## src/logic/aisc_pkg.sv

```systemverilog
// Package for the amplifier and input select configuration block.
// Assumes one 25 MHz system clock and an APB register port.
package aisc_pkg;
  // Register word indices, and offsets (byte addresses on APB, word aligned).
  localparam logic [7:0] AISC_AMP_IDX       = 8'h10;
  localparam logic [7:0] AISC_SRC_IDX       = 8'h11;
  localparam logic [11:0] AISC_AMP_ADDR     = 12'h040;
  localparam logic [11:0] AISC_SRC_ADDR     = 12'h044;
  localparam logic [11:0] AISC_CTRL_ADDR    = 12'h048;
  localparam logic [11:0] AISC_STAT_ADDR    = 12'h04C;
  localparam logic [11:0] AISC_DATA_ADDR    = 12'h050;
  localparam logic [11:0] AISC_EXC_ADDR     = 12'h054;
  // Reset values.
  localparam logic [7:0] AISC_AMP_RST       = 8'h00;
  localparam logic [7:0] AISC_SRC_RST       = 8'hFF;
  // Field positions.
  localparam int AISC_BYPASS_BIT            = 7;
  localparam logic [7:0] AISC_AMP_WMASK     = 8'h87;
  // Control register bits.
  localparam int AISC_CTRL_START_BIT        = 0;
  localparam int AISC_CTRL_STOP_BIT         = 1;
  localparam int AISC_CTRL_RESET_BIT        = 2;
  localparam int AISC_CTRL_PDOWN_BIT        = 3;
  localparam int AISC_CTRL_WAKE_BIT         = 4;
  localparam int AISC_CTRL_CONT_BIT         = 5;
  // Source codes.
  localparam logic [3:0] AISC_SRC_ANALOG_INPUT_0      = 4'h3;
  localparam logic [3:0] AISC_SRC_AIN5      = 4'h8;
  localparam logic [3:0] AISC_SRC_TEMP      = 4'hB;
  localparam logic [3:0] AISC_SRC_OPEN      = 4'hE;
  localparam logic [3:0] AISC_SRC_VCOM      = 4'hF;
  // Conversion and excitation timing.
  localparam int AISC_CLK_MHZ               = 25;
  localparam int AISC_GAP_NS                = 400;
  localparam int AISC_GAP_CYC = (AISC_GAP_NS * AISC_CLK_MHZ + 999) / 1000;
  localparam logic [15:0] AISC_CONV_CYC     = 16'h0100;
  // Gain codes.
  localparam logic [2:0] AISC_GAIN_1        = 3'h0;
  localparam logic [2:0] AISC_GAIN_64       = 3'h6;
  localparam logic [2:0] AISC_GAIN_128      = 3'h7;
endpackage

```

## src/logic/aisc_top.sv

```systemverilog
// Amplifier control and input source selection register bank with APB access.
// Assumes synchronous pin inputs at the 25 MHz clock and an APB master.
`timescale 1ns/100ps
`default_nettype none
// Operation
// - bit 7 bypasses the amplifier
// - positive codes 0011-1000 select inputs 0-5
// - positive code 1011 selects temperature sensor
// - positive 1110 open, 1111 common, reset
// - negative codes 0011-1000 inputs, reset 1111
// - negative code 1011 selects temperature sensor
// - negative code 1110 leaves input open
// - chip select low keeps interface enabled
// - grounded clock input uses internal oscillator
// - start pin low commands, high free-runs
// - reset by power-on, pin or command
// - power-down by pin low or command
// - combined pin drives only when selected
// - data ready also readable by polling
// - results buffered, readable any time
// - excitation drives follow conversion cycles
// - excitation drives never overlap
module aisc_top (
  // Clock and reset.
  input  wire logic        CLK_SYS_IN,
  input  wire logic        RST_IN,
  // APB slave.
  input  wire logic        PSEL_IN,
  input  wire logic        PENABLE_IN,
  input  wire logic        PWRITE_IN,
  input  wire logic [11:0] PADDR_IN,
  input  wire logic [31:0] PWDATA_IN,
  output logic             PREADY_OUT,
  output logic             PSLVERR_OUT,
  output logic [31:0]      PRDATA_OUT,
  // Device pins.
  input  wire logic        CHIP_SELECT_N_IN,
  input  wire logic        EXTERNAL_CLOCK_INPUT_IN,
  input  wire logic        START_IN,
  input  wire logic        RESET_PIN_N_IN,
  input  wire logic        POWER_DOWN_PIN_N_IN,
  output logic             DATA_READY_PIN_N_OUT,
  output logic             SERIAL_OUT_READY_PIN_OUT,
  output logic             SERIAL_OUT_READY_PIN_OE_OUT,
  // Analog routing controls.
  output logic             AMP_BYPASS_OUT,
  output logic [2:0]       AMP_GAIN_OUT,
  output logic [5:0]       POS_INPUT_SEL_OUT,
  output logic [5:0]       NEG_INPUT_SEL_OUT,
  output logic             POS_TEMP_SEL_OUT,
  output logic             NEG_TEMP_SEL_OUT,
  output logic             POS_VCOM_SEL_OUT,
  output logic             NEG_VCOM_SEL_OUT,
  output logic             USE_INT_OSC_OUT,
  output logic             POWERED_DOWN_OUT,
  // Excitation and conversion data.
  input  wire logic [23:0] CONV_RESULT_IN,
  output logic             EXC_DRIVE_A_OUT,
  output logic             EXC_DRIVE_B_OUT
);
  import aisc_pkg::*;

  typedef struct packed {
    logic [7:0]  amp;
    logic [7:0]  src;
    logic        run;
    logic        cont;
    logic        pdown;
    logic        exc_en;
    logic        data_ready_pin;
    logic [23:0] result;
    logic [15:0] conv_cnt;
    logic        flip;
    logic [31:0] rdata;
  } aisc_top_s;

  aisc_top_s st_reg;
  aisc_top_s st_next;

  logic       apb_access;
  logic       apb_wr;
  logic       apb_rd;
  logic       addr_ok;
  logic       soft_reset;
  logic       conv_done;
  logic       running;
  logic [31:0] rd_mux;

  // Decode a 4-bit source code into one-hot input selects.
  function automatic logic [5:0] aisc_decode_src(input logic [3:0] code);
    logic [5:0] sel;
    sel = 6'h00;
    if (code >= AISC_SRC_ANALOG_INPUT_0 && code <= AISC_SRC_AIN5) begin
      sel = 6'(6'h01 << (code - AISC_SRC_ANALOG_INPUT_0));
    end
    return sel;
  endfunction

  // Valid address check shared by read and write paths.
  function automatic logic aisc_addr_valid(input logic [11:0] a);
    return (a == AISC_AMP_ADDR) || (a == AISC_SRC_ADDR) || (a == AISC_CTRL_ADDR) ||
           (a == AISC_STAT_ADDR) || (a == AISC_DATA_ADDR) || (a == AISC_EXC_ADDR);
  endfunction

  // APB handshake; the slave answers in the first access cycle.
  assign apb_access  = PSEL_IN && PENABLE_IN;
  assign addr_ok     = aisc_addr_valid(PADDR_IN);
  assign apb_wr      = apb_access && PWRITE_IN && addr_ok;
  assign apb_rd      = PSEL_IN && !PENABLE_IN && !PWRITE_IN;
  assign PREADY_OUT  = 1'b1;
  assign PSLVERR_OUT = apb_access && !addr_ok;

  assign soft_reset = !RESET_PIN_N_IN || (apb_wr && PADDR_IN == AISC_CTRL_ADDR &&
                      PWDATA_IN[AISC_CTRL_RESET_BIT]);
  assign running    = !st_reg.pdown && (st_reg.run || START_IN);
  assign conv_done  = running && st_reg.conv_cnt == AISC_CONV_CYC;

  // Read mux, captured in the setup cycle so read data comes from flip-flops.
  always_comb begin
    rd_mux = 32'h0000_0000;
    case (PADDR_IN)
      AISC_AMP_ADDR:  rd_mux = {24'h00_0000, st_reg.amp};
      AISC_SRC_ADDR:  rd_mux = {24'h00_0000, st_reg.src};
      AISC_CTRL_ADDR: rd_mux = {26'h000_0000, st_reg.cont, 4'h0, st_reg.run};
      AISC_STAT_ADDR: rd_mux = {29'h0000_0000, st_reg.pdown, running, st_reg.data_ready_pin};
      AISC_DATA_ADDR: rd_mux = {8'h00, st_reg.result};
      AISC_EXC_ADDR:  rd_mux = {31'h0000_0000, st_reg.exc_en};
      default:        rd_mux = 32'h0000_0000;
    endcase
  end

  // Next-state logic for registers, control and conversion sequencing.
  always_comb begin
    st_next = st_reg;
    st_next.flip = 1'b0;
    if (apb_rd) begin
      st_next.rdata = rd_mux;
    end
    if (apb_wr) begin
      case (PADDR_IN)
        AISC_AMP_ADDR: st_next.amp = PWDATA_IN[7:0] & AISC_AMP_WMASK;
        AISC_SRC_ADDR: st_next.src = PWDATA_IN[7:0];
        AISC_CTRL_ADDR: begin
          st_next.cont = PWDATA_IN[AISC_CTRL_CONT_BIT];
          if (PWDATA_IN[AISC_CTRL_START_BIT]) begin
            st_next.run = 1'b1;
          end
          if (PWDATA_IN[AISC_CTRL_STOP_BIT]) begin
            st_next.run = 1'b0;
          end
          if (PWDATA_IN[AISC_CTRL_PDOWN_BIT]) begin
            st_next.pdown = 1'b1;
          end
          if (PWDATA_IN[AISC_CTRL_WAKE_BIT]) begin
            st_next.pdown = 1'b0;
          end
        end
        AISC_EXC_ADDR: st_next.exc_en = PWDATA_IN[0];
        default: st_next.cont = st_reg.cont;
      endcase
    end
    if (!POWER_DOWN_PIN_N_IN) begin
      st_next.pdown = 1'b1;
    end
    // Reading the result clears data ready in the cycle that captures it, so a result
    // landing during the access phase keeps its flag; a new result in this cycle wins.
    if (apb_rd && PADDR_IN == AISC_DATA_ADDR) begin
      st_next.data_ready_pin = 1'b0;
    end
    if (running) begin
      st_next.conv_cnt = conv_done ? 16'h0000 : st_reg.conv_cnt + 16'h0001;
    end else begin
      st_next.conv_cnt = 16'h0000;
    end
    if (conv_done) begin
      st_next.result = CONV_RESULT_IN;
      st_next.data_ready_pin = 1'b1;
      st_next.flip = 1'b1;
      // One-shot mode ends after a single conversion.
      if (!st_reg.cont && !START_IN) begin
        st_next.run = 1'b0;
      end
    end
    if (soft_reset) begin
      st_next = '0;
      st_next.amp = AISC_AMP_RST;
      st_next.src = AISC_SRC_RST;
    end
  end

  // State register.
  always_ff @(posedge CLK_SYS_IN) begin
    if (RST_IN) begin
      st_reg <= '0;
      st_reg.amp <= AISC_AMP_RST;
      st_reg.src <= AISC_SRC_RST;
    end else begin
      st_reg <= st_next;
    end
  end

  assign PRDATA_OUT = st_reg.rdata;

  assign AMP_BYPASS_OUT = st_reg.amp[AISC_BYPASS_BIT];
  assign AMP_GAIN_OUT   = st_reg.amp[2:0];

  assign POS_INPUT_SEL_OUT = aisc_decode_src(st_reg.src[7:4]);
  assign POS_TEMP_SEL_OUT  = st_reg.src[7:4] == AISC_SRC_TEMP;
  assign POS_VCOM_SEL_OUT  = st_reg.src[7:4] == AISC_SRC_VCOM;
  assign NEG_INPUT_SEL_OUT = aisc_decode_src(st_reg.src[3:0]);
  assign NEG_TEMP_SEL_OUT  = st_reg.src[3:0] == AISC_SRC_TEMP;
  // negative open leaves all selects low
  assign NEG_VCOM_SEL_OUT  = st_reg.src[3:0] == AISC_SRC_VCOM;

  assign USE_INT_OSC_OUT  = !EXTERNAL_CLOCK_INPUT_IN;
  assign POWERED_DOWN_OUT = st_reg.pdown;

  assign DATA_READY_PIN_N_OUT        = !st_reg.data_ready_pin;
  assign SERIAL_OUT_READY_PIN_OUT    = !st_reg.data_ready_pin;
  assign SERIAL_OUT_READY_PIN_OE_OUT = !CHIP_SELECT_N_IN;

  // Excitation drive generator.
  aisc_excite u_excite (
    .CLK_SYS_IN  (CLK_SYS_IN),
    .RST_IN      (RST_IN),
    .enable_in   (st_reg.exc_en && running),
    .flip_in     (st_reg.flip),
    .drive_a_out (EXC_DRIVE_A_OUT),
    .drive_b_out (EXC_DRIVE_B_OUT)
  );

  a_bypass_write: assert property (@(posedge CLK_SYS_IN) disable iff (RST_IN || !RESET_PIN_N_IN)
    apb_wr && PADDR_IN == AISC_AMP_ADDR |=> AMP_BYPASS_OUT == $past(PWDATA_IN[7]))
    else $error("bypass bit not stored");
  a_gain_store: assert property (@(posedge CLK_SYS_IN) disable iff (RST_IN)
    apb_wr && PADDR_IN == AISC_AMP_ADDR && !soft_reset |=> AMP_GAIN_OUT == $past(PWDATA_IN[2:0]))
    else $error("gain code not stored");
  a_reserved_zero: assert property (@(posedge CLK_SYS_IN) disable iff (RST_IN) st_reg.amp[6:3] == 4'h0)
    else $error("reserved amplifier bits set");
  a_pos_input: assert property (@(posedge CLK_SYS_IN) disable iff (RST_IN)
    st_reg.src[7:4] == 4'h3 |-> POS_INPUT_SEL_OUT == 6'h01)
    else $error("positive input 0 not selected");
  a_pos_temp: assert property (@(posedge CLK_SYS_IN) disable iff (RST_IN)
    POS_TEMP_SEL_OUT |-> POS_INPUT_SEL_OUT == 6'h00 && !POS_VCOM_SEL_OUT)
    else $error("temperature route overlaps");
  a_pos_open: assert property (@(posedge CLK_SYS_IN) disable iff (RST_IN)
    st_reg.src[7:4] == 4'hE |-> !POS_TEMP_SEL_OUT && !POS_VCOM_SEL_OUT && POS_INPUT_SEL_OUT == 6'h00)
    else $error("open positive input driven");
  a_pos_common: assert property (@(posedge CLK_SYS_IN) disable iff (RST_IN)
    st_reg.src[7:4] == AISC_SRC_VCOM |-> POS_VCOM_SEL_OUT && !POS_TEMP_SEL_OUT && POS_INPUT_SEL_OUT == 6'h00)
    else $error("positive common route overlaps");
  a_neg_input: assert property (@(posedge CLK_SYS_IN) disable iff (RST_IN)
    st_reg.src[3:0] == 4'h8 |-> NEG_INPUT_SEL_OUT == 6'h20)
    else $error("negative input 5 not selected");
  a_neg_common: assert property (@(posedge CLK_SYS_IN) disable iff (RST_IN)
    st_reg.src[3:0] == AISC_SRC_VCOM |-> NEG_VCOM_SEL_OUT && !NEG_TEMP_SEL_OUT && NEG_INPUT_SEL_OUT == 6'h00)
    else $error("negative common route overlaps");
  a_neg_temp: assert property (@(posedge CLK_SYS_IN) disable iff (RST_IN)
    st_reg.src[3:0] == 4'hB |-> NEG_TEMP_SEL_OUT)
    else $error("negative temperature not routed");
  a_neg_excl: assert property (@(posedge CLK_SYS_IN) disable iff (RST_IN)
    NEG_TEMP_SEL_OUT |-> NEG_INPUT_SEL_OUT == 6'h00 && !NEG_VCOM_SEL_OUT)
    else $error("negative temperature route overlaps");
  a_neg_open: assert property (@(posedge CLK_SYS_IN) disable iff (RST_IN)
    st_reg.src[3:0] == 4'hE |-> !NEG_VCOM_SEL_OUT && NEG_INPUT_SEL_OUT == 6'h00)
    else $error("open negative input driven");
  a_pin_enable: assert property (@(posedge CLK_SYS_IN) disable iff (RST_IN)
    !CHIP_SELECT_N_IN |-> SERIAL_OUT_READY_PIN_OE_OUT)
    else $error("selected pin not driven");
  a_int_osc: assert property (@(posedge CLK_SYS_IN) disable iff (RST_IN)
    !EXTERNAL_CLOCK_INPUT_IN |-> USE_INT_OSC_OUT)
    else $error("internal oscillator not chosen");
  a_start_run: assert property (@(posedge CLK_SYS_IN) disable iff (RST_IN)
    START_IN && !st_reg.pdown |-> running)
    else $error("start pin does not run");
  a_one_shot: assert property (@(posedge CLK_SYS_IN) disable iff (RST_IN)
    conv_done && !st_reg.cont && !START_IN |=> !st_reg.run)
    else $error("one-shot conversion kept running");
  a_pin_reset: assert property (@(posedge CLK_SYS_IN) disable iff (RST_IN)
    !RESET_PIN_N_IN |=> st_reg.src == AISC_SRC_RST && st_reg.amp == AISC_AMP_RST)
    else $error("pin reset not applied");
  a_cmd_reset: assert property (@(posedge CLK_SYS_IN) disable iff (RST_IN)
    apb_wr && PADDR_IN == AISC_CTRL_ADDR && PWDATA_IN[AISC_CTRL_RESET_BIT] |=>
    st_reg.src == AISC_SRC_RST && st_reg.amp == AISC_AMP_RST && !st_reg.run)
    else $error("command reset not applied");
  a_pin_pdown: assert property (@(posedge CLK_SYS_IN) disable iff (RST_IN)
    !POWER_DOWN_PIN_N_IN && RESET_PIN_N_IN |=> POWERED_DOWN_OUT)
    else $error("power-down pin ignored");
  a_pdown_halt: assert property (@(posedge CLK_SYS_IN) disable iff (RST_IN)
    st_reg.pdown |-> !running)
    else $error("conversions run while powered down");
  a_data_ready_pin_mirror: assert property (@(posedge CLK_SYS_IN) disable iff (RST_IN)
    SERIAL_OUT_READY_PIN_OUT == DATA_READY_PIN_N_OUT)
    else $error("combined pin not mirroring ready");
  a_pin_quiet: assert property (@(posedge CLK_SYS_IN) disable iff (RST_IN)
    CHIP_SELECT_N_IN |-> !SERIAL_OUT_READY_PIN_OE_OUT)
    else $error("deselected pin driven");
  a_status_poll: assert property (@(posedge CLK_SYS_IN) disable iff (RST_IN)
    apb_rd && PADDR_IN == AISC_STAT_ADDR && !soft_reset |=> PRDATA_OUT[0] == $past(st_reg.data_ready_pin))
    else $error("polled ready wrong");
  a_result_hold: assert property (@(posedge CLK_SYS_IN) disable iff (RST_IN || !RESET_PIN_N_IN)
    conv_done && !soft_reset |=> st_reg.data_ready_pin && st_reg.result == $past(CONV_RESULT_IN))
    else $error("result not buffered");
  a_read_clear: assert property (@(posedge CLK_SYS_IN) disable iff (RST_IN)
    apb_rd && PADDR_IN == AISC_DATA_ADDR && !conv_done |=> !st_reg.data_ready_pin)
    else $error("result read left ready set");
  a_flip_follow: assert property (@(posedge CLK_SYS_IN) disable iff (RST_IN)
    conv_done && !soft_reset |=> st_reg.flip)
    else $error("polarity flip missing");
endmodule
`default_nettype wire

```

## src/logic/aisc_excite.sv

```systemverilog
// Alternating bridge excitation drive with a non-overlap gap.
// Assumes a one-cycle phase toggle pulse from the conversion sequencer.
`timescale 1ns/100ps
`default_nettype none
module aisc_excite (
  // Clock and reset.
  input  wire logic CLK_SYS_IN,
  input  wire logic RST_IN,
  // Control.
  input  wire logic enable_in,
  input  wire logic flip_in,
  // Drives.
  output logic      drive_a_out,
  output logic      drive_b_out
);
  import aisc_pkg::*;

  typedef struct packed {
    logic       phase;
    logic       a;
    logic       b;
    logic [7:0] gap;
  } aisc_exc_s;

  aisc_exc_s st_reg;
  aisc_exc_s st_next;

  // Both drives drop first, then the new side rises after the gap.
  always_comb begin
    st_next = st_reg;
    if (!enable_in) begin
      st_next.a = 1'b0;
      st_next.b = 1'b0;
      st_next.gap = 8'h00;
    end else if (flip_in) begin
      st_next.phase = ~st_reg.phase;
      st_next.a = 1'b0;
      st_next.b = 1'b0;
      st_next.gap = 8'(AISC_GAP_CYC);
    end else if (st_reg.gap != 8'h00) begin
      st_next.gap = st_reg.gap - 8'h01;
    end else begin
      st_next.a = ~st_reg.phase;
      st_next.b = st_reg.phase;
    end
  end

  // State register.
  always_ff @(posedge CLK_SYS_IN) begin
    if (RST_IN) begin
      st_reg <= '0;
    end else begin
      st_reg <= st_next;
    end
  end

  assign drive_a_out = st_reg.a;
  assign drive_b_out = st_reg.b;

  a_no_overlap: assert property (@(posedge CLK_SYS_IN) disable iff (RST_IN) !(drive_a_out && drive_b_out))
    else $error("excitation drives overlap");
  a_gap_after_flip: assert property (@(posedge CLK_SYS_IN) disable iff (RST_IN) flip_in && enable_in |=> !drive_a_out && !drive_b_out)
    else $error("no gap after flip");
endmodule
`default_nettype wire

```

## config.mk

```make
export PLATFORM = sky130hd
export DESIGN_NAME = aisc_top
export DESIGN_NICKNAME = d
export VERILOG_FILES = /design/src/logic/aisc_pkg.sv /design/src/logic/aisc_top.sv /design/src/logic/aisc_excite.sv
export SDC_FILE = /design/constraint.sdc
export NUM_CORES = 1
export LEC_CHECK = 0
export BUFFER_PORTS_ARGS = -buffer_cell sky130_fd_sc_hd__buf_2
export CORE_MARGIN = 4
export CORE_UTILIZATION = 37
export DETAILED_ROUTE_END_ITERATION = 16
export GPL_ROUTABILITY_DRIVEN = 0
export PLACE_DENSITY = 0.62
export SETUP_SLACK_MARGIN = 0.1
export SLEW_MARGIN = 20
export SYNTH_ARGS = -nofsm -noshare
export SYNTH_HDL_FRONTEND = slang
export SYNTH_SLANG_ARGS = --single-unit
export TNS_END_PERCENT = 5
```

## constraint.sdc

```tcl
create_clock -name CLK_SYS_IN -period 5.3 [get_ports CLK_SYS_IN]
set_input_delay 0.795 -clock CLK_SYS_IN [delete_from_list [all_inputs] [get_ports CLK_SYS_IN]]
set_output_delay 0.795 -clock CLK_SYS_IN [all_outputs]
set_load 0.01 [all_outputs]
```

Yosys cells after proc, flatten, opt, wreduce, memory -nomap -nowiden. Index checks and enable logic that the tools add are counted.

Bits in registers: 101. Output and inout port bits: 61.

Mux-type cells: 20. $lt $le $gt $ge: 4. Add/sub/neg operators: 4. Shift operators: 2. Bitwise gates (word level): 3. Equality and inequality tests: 14. Reductions and logical operators: 45.

Operators by type and width (number): $pmux W24 S6 (1); $eq A12 B7 Y1 const B (6); $mux W25 (1); $add A16 B1 Y16 const B (1); $eq A16 B9 Y1 const B (1); $eq A4 B4 Y1 const B (4); $logic_and A1 B1 Y1 (15); $mux W1 (13); $mux W4 (3); $mux W6 (2); $shl A1 B4 Y6 const A (2); $logic_not A1 Y1 (10); $reduce_and A2 Y1 (5); $ge A4 B2 Y1 const B (2); $le A4 B4 Y1 const B (2); $reduce_bool A8 Y1 (1); $sub A4 B2 Y4 const B (2); $sub A8 B1 Y8 const B (1); $logic_or A1 B1 Y1 (7); $ne A2 B1 Y1 const B (2); $reduce_bool A2 Y1 (2); $reduce_or A2 Y1 (2); $reduce_or A4 Y1 (1); $ne A3 B3 Y1 const B (1); 3 further kinds (5).

Longest topological paths before layout.
Depth after elaboration: 11. Depth in mapped cells: 8.

Cells and area by module. A second synthesis with hierarchy kept.

Cell total of the unflattened synthesis: 559. Area, all modules: 4823.4 µm².

Modules (own cells, without submodules): aisc_top (instances 1, area an instance 4265.3 µm², cells each 496, sequential area each 1641.6 µm²); aisc_excite (instances 1, area an instance 558.0 µm², cells each 63, sequential area each 220.2 µm²).

Worst setup path after synthesis. No wires, ideal clock.

Path type: input to output. Start: input PADDR_IN[1]. End: output PSLVERR_OUT. Stages on the path: 5. Required time: 4.505 ns. Buffers on the path: 2. Slack: 2.579 ns. Data arrival time: 1.926 ns. Path through: nor4_1 -> and3_1 -> clkbuf_1 -> clkbuf_1 -> a21oi_1.

Longest elaborated chain between the ends: 8. Elaborated cells between the ends (all ways): 13. Classes of those cells: 6 x eq/ne; 7 x reduce/logical.

Ends and longest elaborated chain: start: declaration (RTL line aisc_top.sv:31) `input wire logic [11:0] PADDR_IN,`; $eq A12 B7 Y1 (RTL line aisc_top.sv:101) `return (a == AISC_AMP_ADDR) || (a == AISC_SRC_ADDR) || (a == AISC_CTRL_ADDR) ||`; $logic_or A1 B1 Y1 (3 in series) (RTL line aisc_top.sv:101); $logic_or A1 B1 Y1 (RTL line aisc_top.sv:102) `(a == AISC_STAT_ADDR) || (a == AISC_DATA_ADDR) || (a == AISC_EXC_ADDR);`; $logic_or A1 B1 Y1 (*) (RTL line aisc_top.sv:102); $logic_not A1 Y1 (*) (RTL line aisc_top.sv:111) `assign PSLVERR_OUT = apb_access && !addr_ok;`; $logic_and A1 B1 Y1 (*) (RTL line aisc_top.sv:111); end: declaration (RTL line aisc_top.sv:34) `output logic PSLVERR_OUT,`.

Every way passes the cells marked *; elsewhere a longest branch is shown, timed or not.

Final worst setup path. Ends and elaborated chain as after synthesis.

==> results.yml <==
sta:
  finalWorstPathRequiredPeriod_ns: 3.26
  skew_ns: 0.00887
  final_max_slew_viol_count: 0
  relSlewSlack_pct: 34.9
  setup_viol: 0
  tns_ns: 0
  max_freq_mhz: 307
  hold_viol_final: 0
  rsz0062_at_grt: "false"
  fin_crit_sh_pct: 61.5
  setup_slack_ns: 2.04
  tightest_slew_ns: 0.977
  whs_ns: 0.451
worst_setup_path:
  cp-startpoint: "PADDR_IN[1]"
  endpoint: "PSLVERR_OUT"
  crit_arrival_ns: 2.46
  path_class: "in -> out"
  crit_required_ns: 4.51
  critPathMaxFanout: 17
  r2r_cells: 6
  start_kind: "primary input"
  rr_endpoint: "st_reg[56]"
  r2r_slack_ns: 2.94
  r2r-start: "st_reg[33]"
  end_kind: "output pin"
grt:
  grt_first_pass_wirelength_microns: 19800
  grt_pass1_vias: 3925
  grt_usage_pct: 17.0
  antenna_found_initial: 0
  grt_max_degree: 66
  gr-total-overflow: 0
place:
  io_buffers: 105
  preCtsSetupSlack_ns: 1.80
  dp_hpwl_microns: 8710
  dpl_cell_area_sq_mm: 0.00497
  placedCellCount: 757
logic_synthesis:
  synth_cell_type_count: 57
  synthCells: 546
  ys_warn_count: 0
  synth-edff-count: 0
  ys_seq_area_share_pct: 40.3
  async_reset_ff_share_pct: 0
  synth_seq_cells: 93
  synth_ff_type: "dfxtp_1"
  syn_area_sq_mm: 0.00462
  syn_avg_cell_area_sq_um: 8.46
worst_hold_path:
  hp-class: "reg -> reg"
  min_from: "PRDATA_OUT[6]"
power:
  switching_share_pct: 23.1
  cellLeakagePower_nw: 2.05
  p_int_mw: 1.08
  power_frac_seq_pct: 49.7
  p_switching_mw: 0.326
  clock_power_share_pct: 44.8
  powerDensity_mw_per_mm2: 267
  p_comb_share_pct: 5.5
  power_mw: 1.41
  ir_worst_vdd_v: 0.000164
floorplanning:
  start_util_pct: 38.2
  core_sq_mm: 0.0121
  dieArea_sq_mm: 0.0143
  io-pin-count: 139
  die_width_microns: 120
  rows: 40
  die_h_microns: 120
clocking:
  cts.clk_slew.worst_paths_ns: 0.06
  cts_hold_buf: 0
  clock_latency_ns: 0.34
  postCtsSetupBuffers: 0
  numCtsBuffers: 9
  cts_num_sinks: 93
  htreeDepth: 3
  cts_tree: "yes"
  cts.path.max_buffers: 2
  cts_resized: 0
  clockRootBuffer: "clkbuf_16"
drt:
  drt-total-wl_microns: 12200
  ant_nets: 0
  first_pass_iters: 4
  routed_via_density: 5.29
  drc: 0
  num_vias: 4092
  wl_per_cell_microns: 15.7
  drt_iter0_markers: 250
run_status:
  outcome: "completed"
cells_and_area:
  drive_gt1_share_pct: 22.9
  finalInstanceArea_sq_mm: 0.00529
  final_core_util_pct: 43.7
  finalNonFillerCells: 774
  multiInputGateArea_sq_mm: 0.00230
  final_nets: 686
  layout.area.seq_sq_mm: 0.00186
  largest_reg_flops: 53
  nFillCells: 1224
  synthToLayoutAreaGrowth_pct: 14.4
  antenna_cells_inserted: 0
run:
  cap_violations: 0
per-layer routing:
metal  up-vias  global-route usage (%)  share of wire (%)
li1       2014                       -                  -
met1      1917                    20.7                 43
met3        20                    4.19                6.0
met4         0                    6.01                2.5
met5         -                       0                  0
met2       141                    29.2                 49
Yosys cell counts (3+ instances only):
master	count	area, sq um
dfxtp_1	93	1860
nor2_1	49	184
a21oi_1	48	240
buf_4	43	323
nand3_1	38	190
o21ai_0	30	150
nand2_1	26	97.6
clkbuf_1	23	86.3
a22oi_1	19	143
inv_1	17	63.8
and3_1	13	81.3
xnor2_1	13	114
nor4_1	11	68.8
nor3_1	10	50.1
a211o_1	8	70.1
xor2_1	8	70.1
ha_1	7	87.6
mux2i_1	7	70.1
nor3b_1	7	52.6
and2_1	6	37.5
nand2b_1	5	31.3
nand3b_1	5	37.5
nand4_1	4	25.0
o31ai_1	4	30.0
or3_1	4	25.0
and4_1	3	26.3
buf_2	3	15.0
nand4b_1	3	26.3
nor4b_1	3	26.3
o211ai_1	3	22.5
area by class of cell:
| type | count | share of cell area (%) |
|---|---|---|
| multi-input cells | 372 | 43.5 |
| repair buffers | 108 | 10.5 |
| inverters | 17 | 1.21 |
| clock buffers | 12 | 5.04 |
| clock inverters | 4 | 0.568 |
| well taps | 168 | 3.98 |
| flip-flops and latches | 93 | 35.2 |
power groups by stage:
stage                     Combinational, mW  Clock [mW]  Sequential, mW
after floorplan                      0.0471           0           0.716
after global placement               0.0758           0           0.716
after detailed placement             0.0768           0           0.716
after CTS                            0.0771       0.646           0.700
after global routing                 0.0853       0.675           0.700
final                                0.0777       0.632           0.701
worst min path at each step:
stage / slack (ns) / depth (start not counted) / to
CTS: 0.45 / 2 / u_excite.drive_a_out
detailed placement: 0.44 / 2 / PRDATA_OUT[6]
global placement: 0.44 / 2 / u_excite.drive_a_out
finish: 0.45 / 2 / PRDATA_OUT[6]
floorplan: 0.43 / 2 / PRDATA_OUT[0]
global route: 0.48 / 2 / PRDATA_OUT[7]
worst max-delay path, stage by stage:
cell     delay (ns)
buf_2          0.10
nor4_1         0.60
and3_1         0.62
a21oi_1        0.17
buf_2          0.18
kinds of logic after synthesis:
| logic type | Yosys count | synth area share [%] |
|---|---|---|
| AND/OR/NAND/NOR | 200 | 23.5 |
| AO/OA/AOI/OAI | 127 | 17.3 |
| multiplexers | 8 | 2.00 |
| buffers and inverters | 88 | 10.9 |
| flip-flops | 93 | 40.3 |
| XOR/XNOR | 21 | 3.98 |
| other | 2 | 0.163 |
| adder cells (fa/ha/maj) | 7 | 1.90 |
placed cells by master, fill, tap and decap left out, types with 2 or more instances in the layout:
master	instances
buf_2	105
dfxtp_1	93
nor2_1	49
a21oi_1	48
nand3_1	38
o21ai_0	30
nand2_1	26
a22oi_1	19
inv_1	17
xnor2_1	13
and3_1	13
nor4_1	10
nor3_1	10
conb_1	9
clkbuf_16	9
xor2_1	8
a211o_1	8
nor3b_1	7
mux2i_1	7
ha_1	7
and2_1	6
nand2b_1	5
nand3b_1	5
o31ai_1	4
or3_1	4
nand4_1	4
nor4b_1	3
and4_1	3
nand4b_1	3
o211ai_1	3
clkbuf_8	3
o31a_1	2
or4_4	2
or3b_2	2
nor4_2	2
or4_1	2
or4b_2	2
buf_4	2
(Power assumes the default switching activity.)
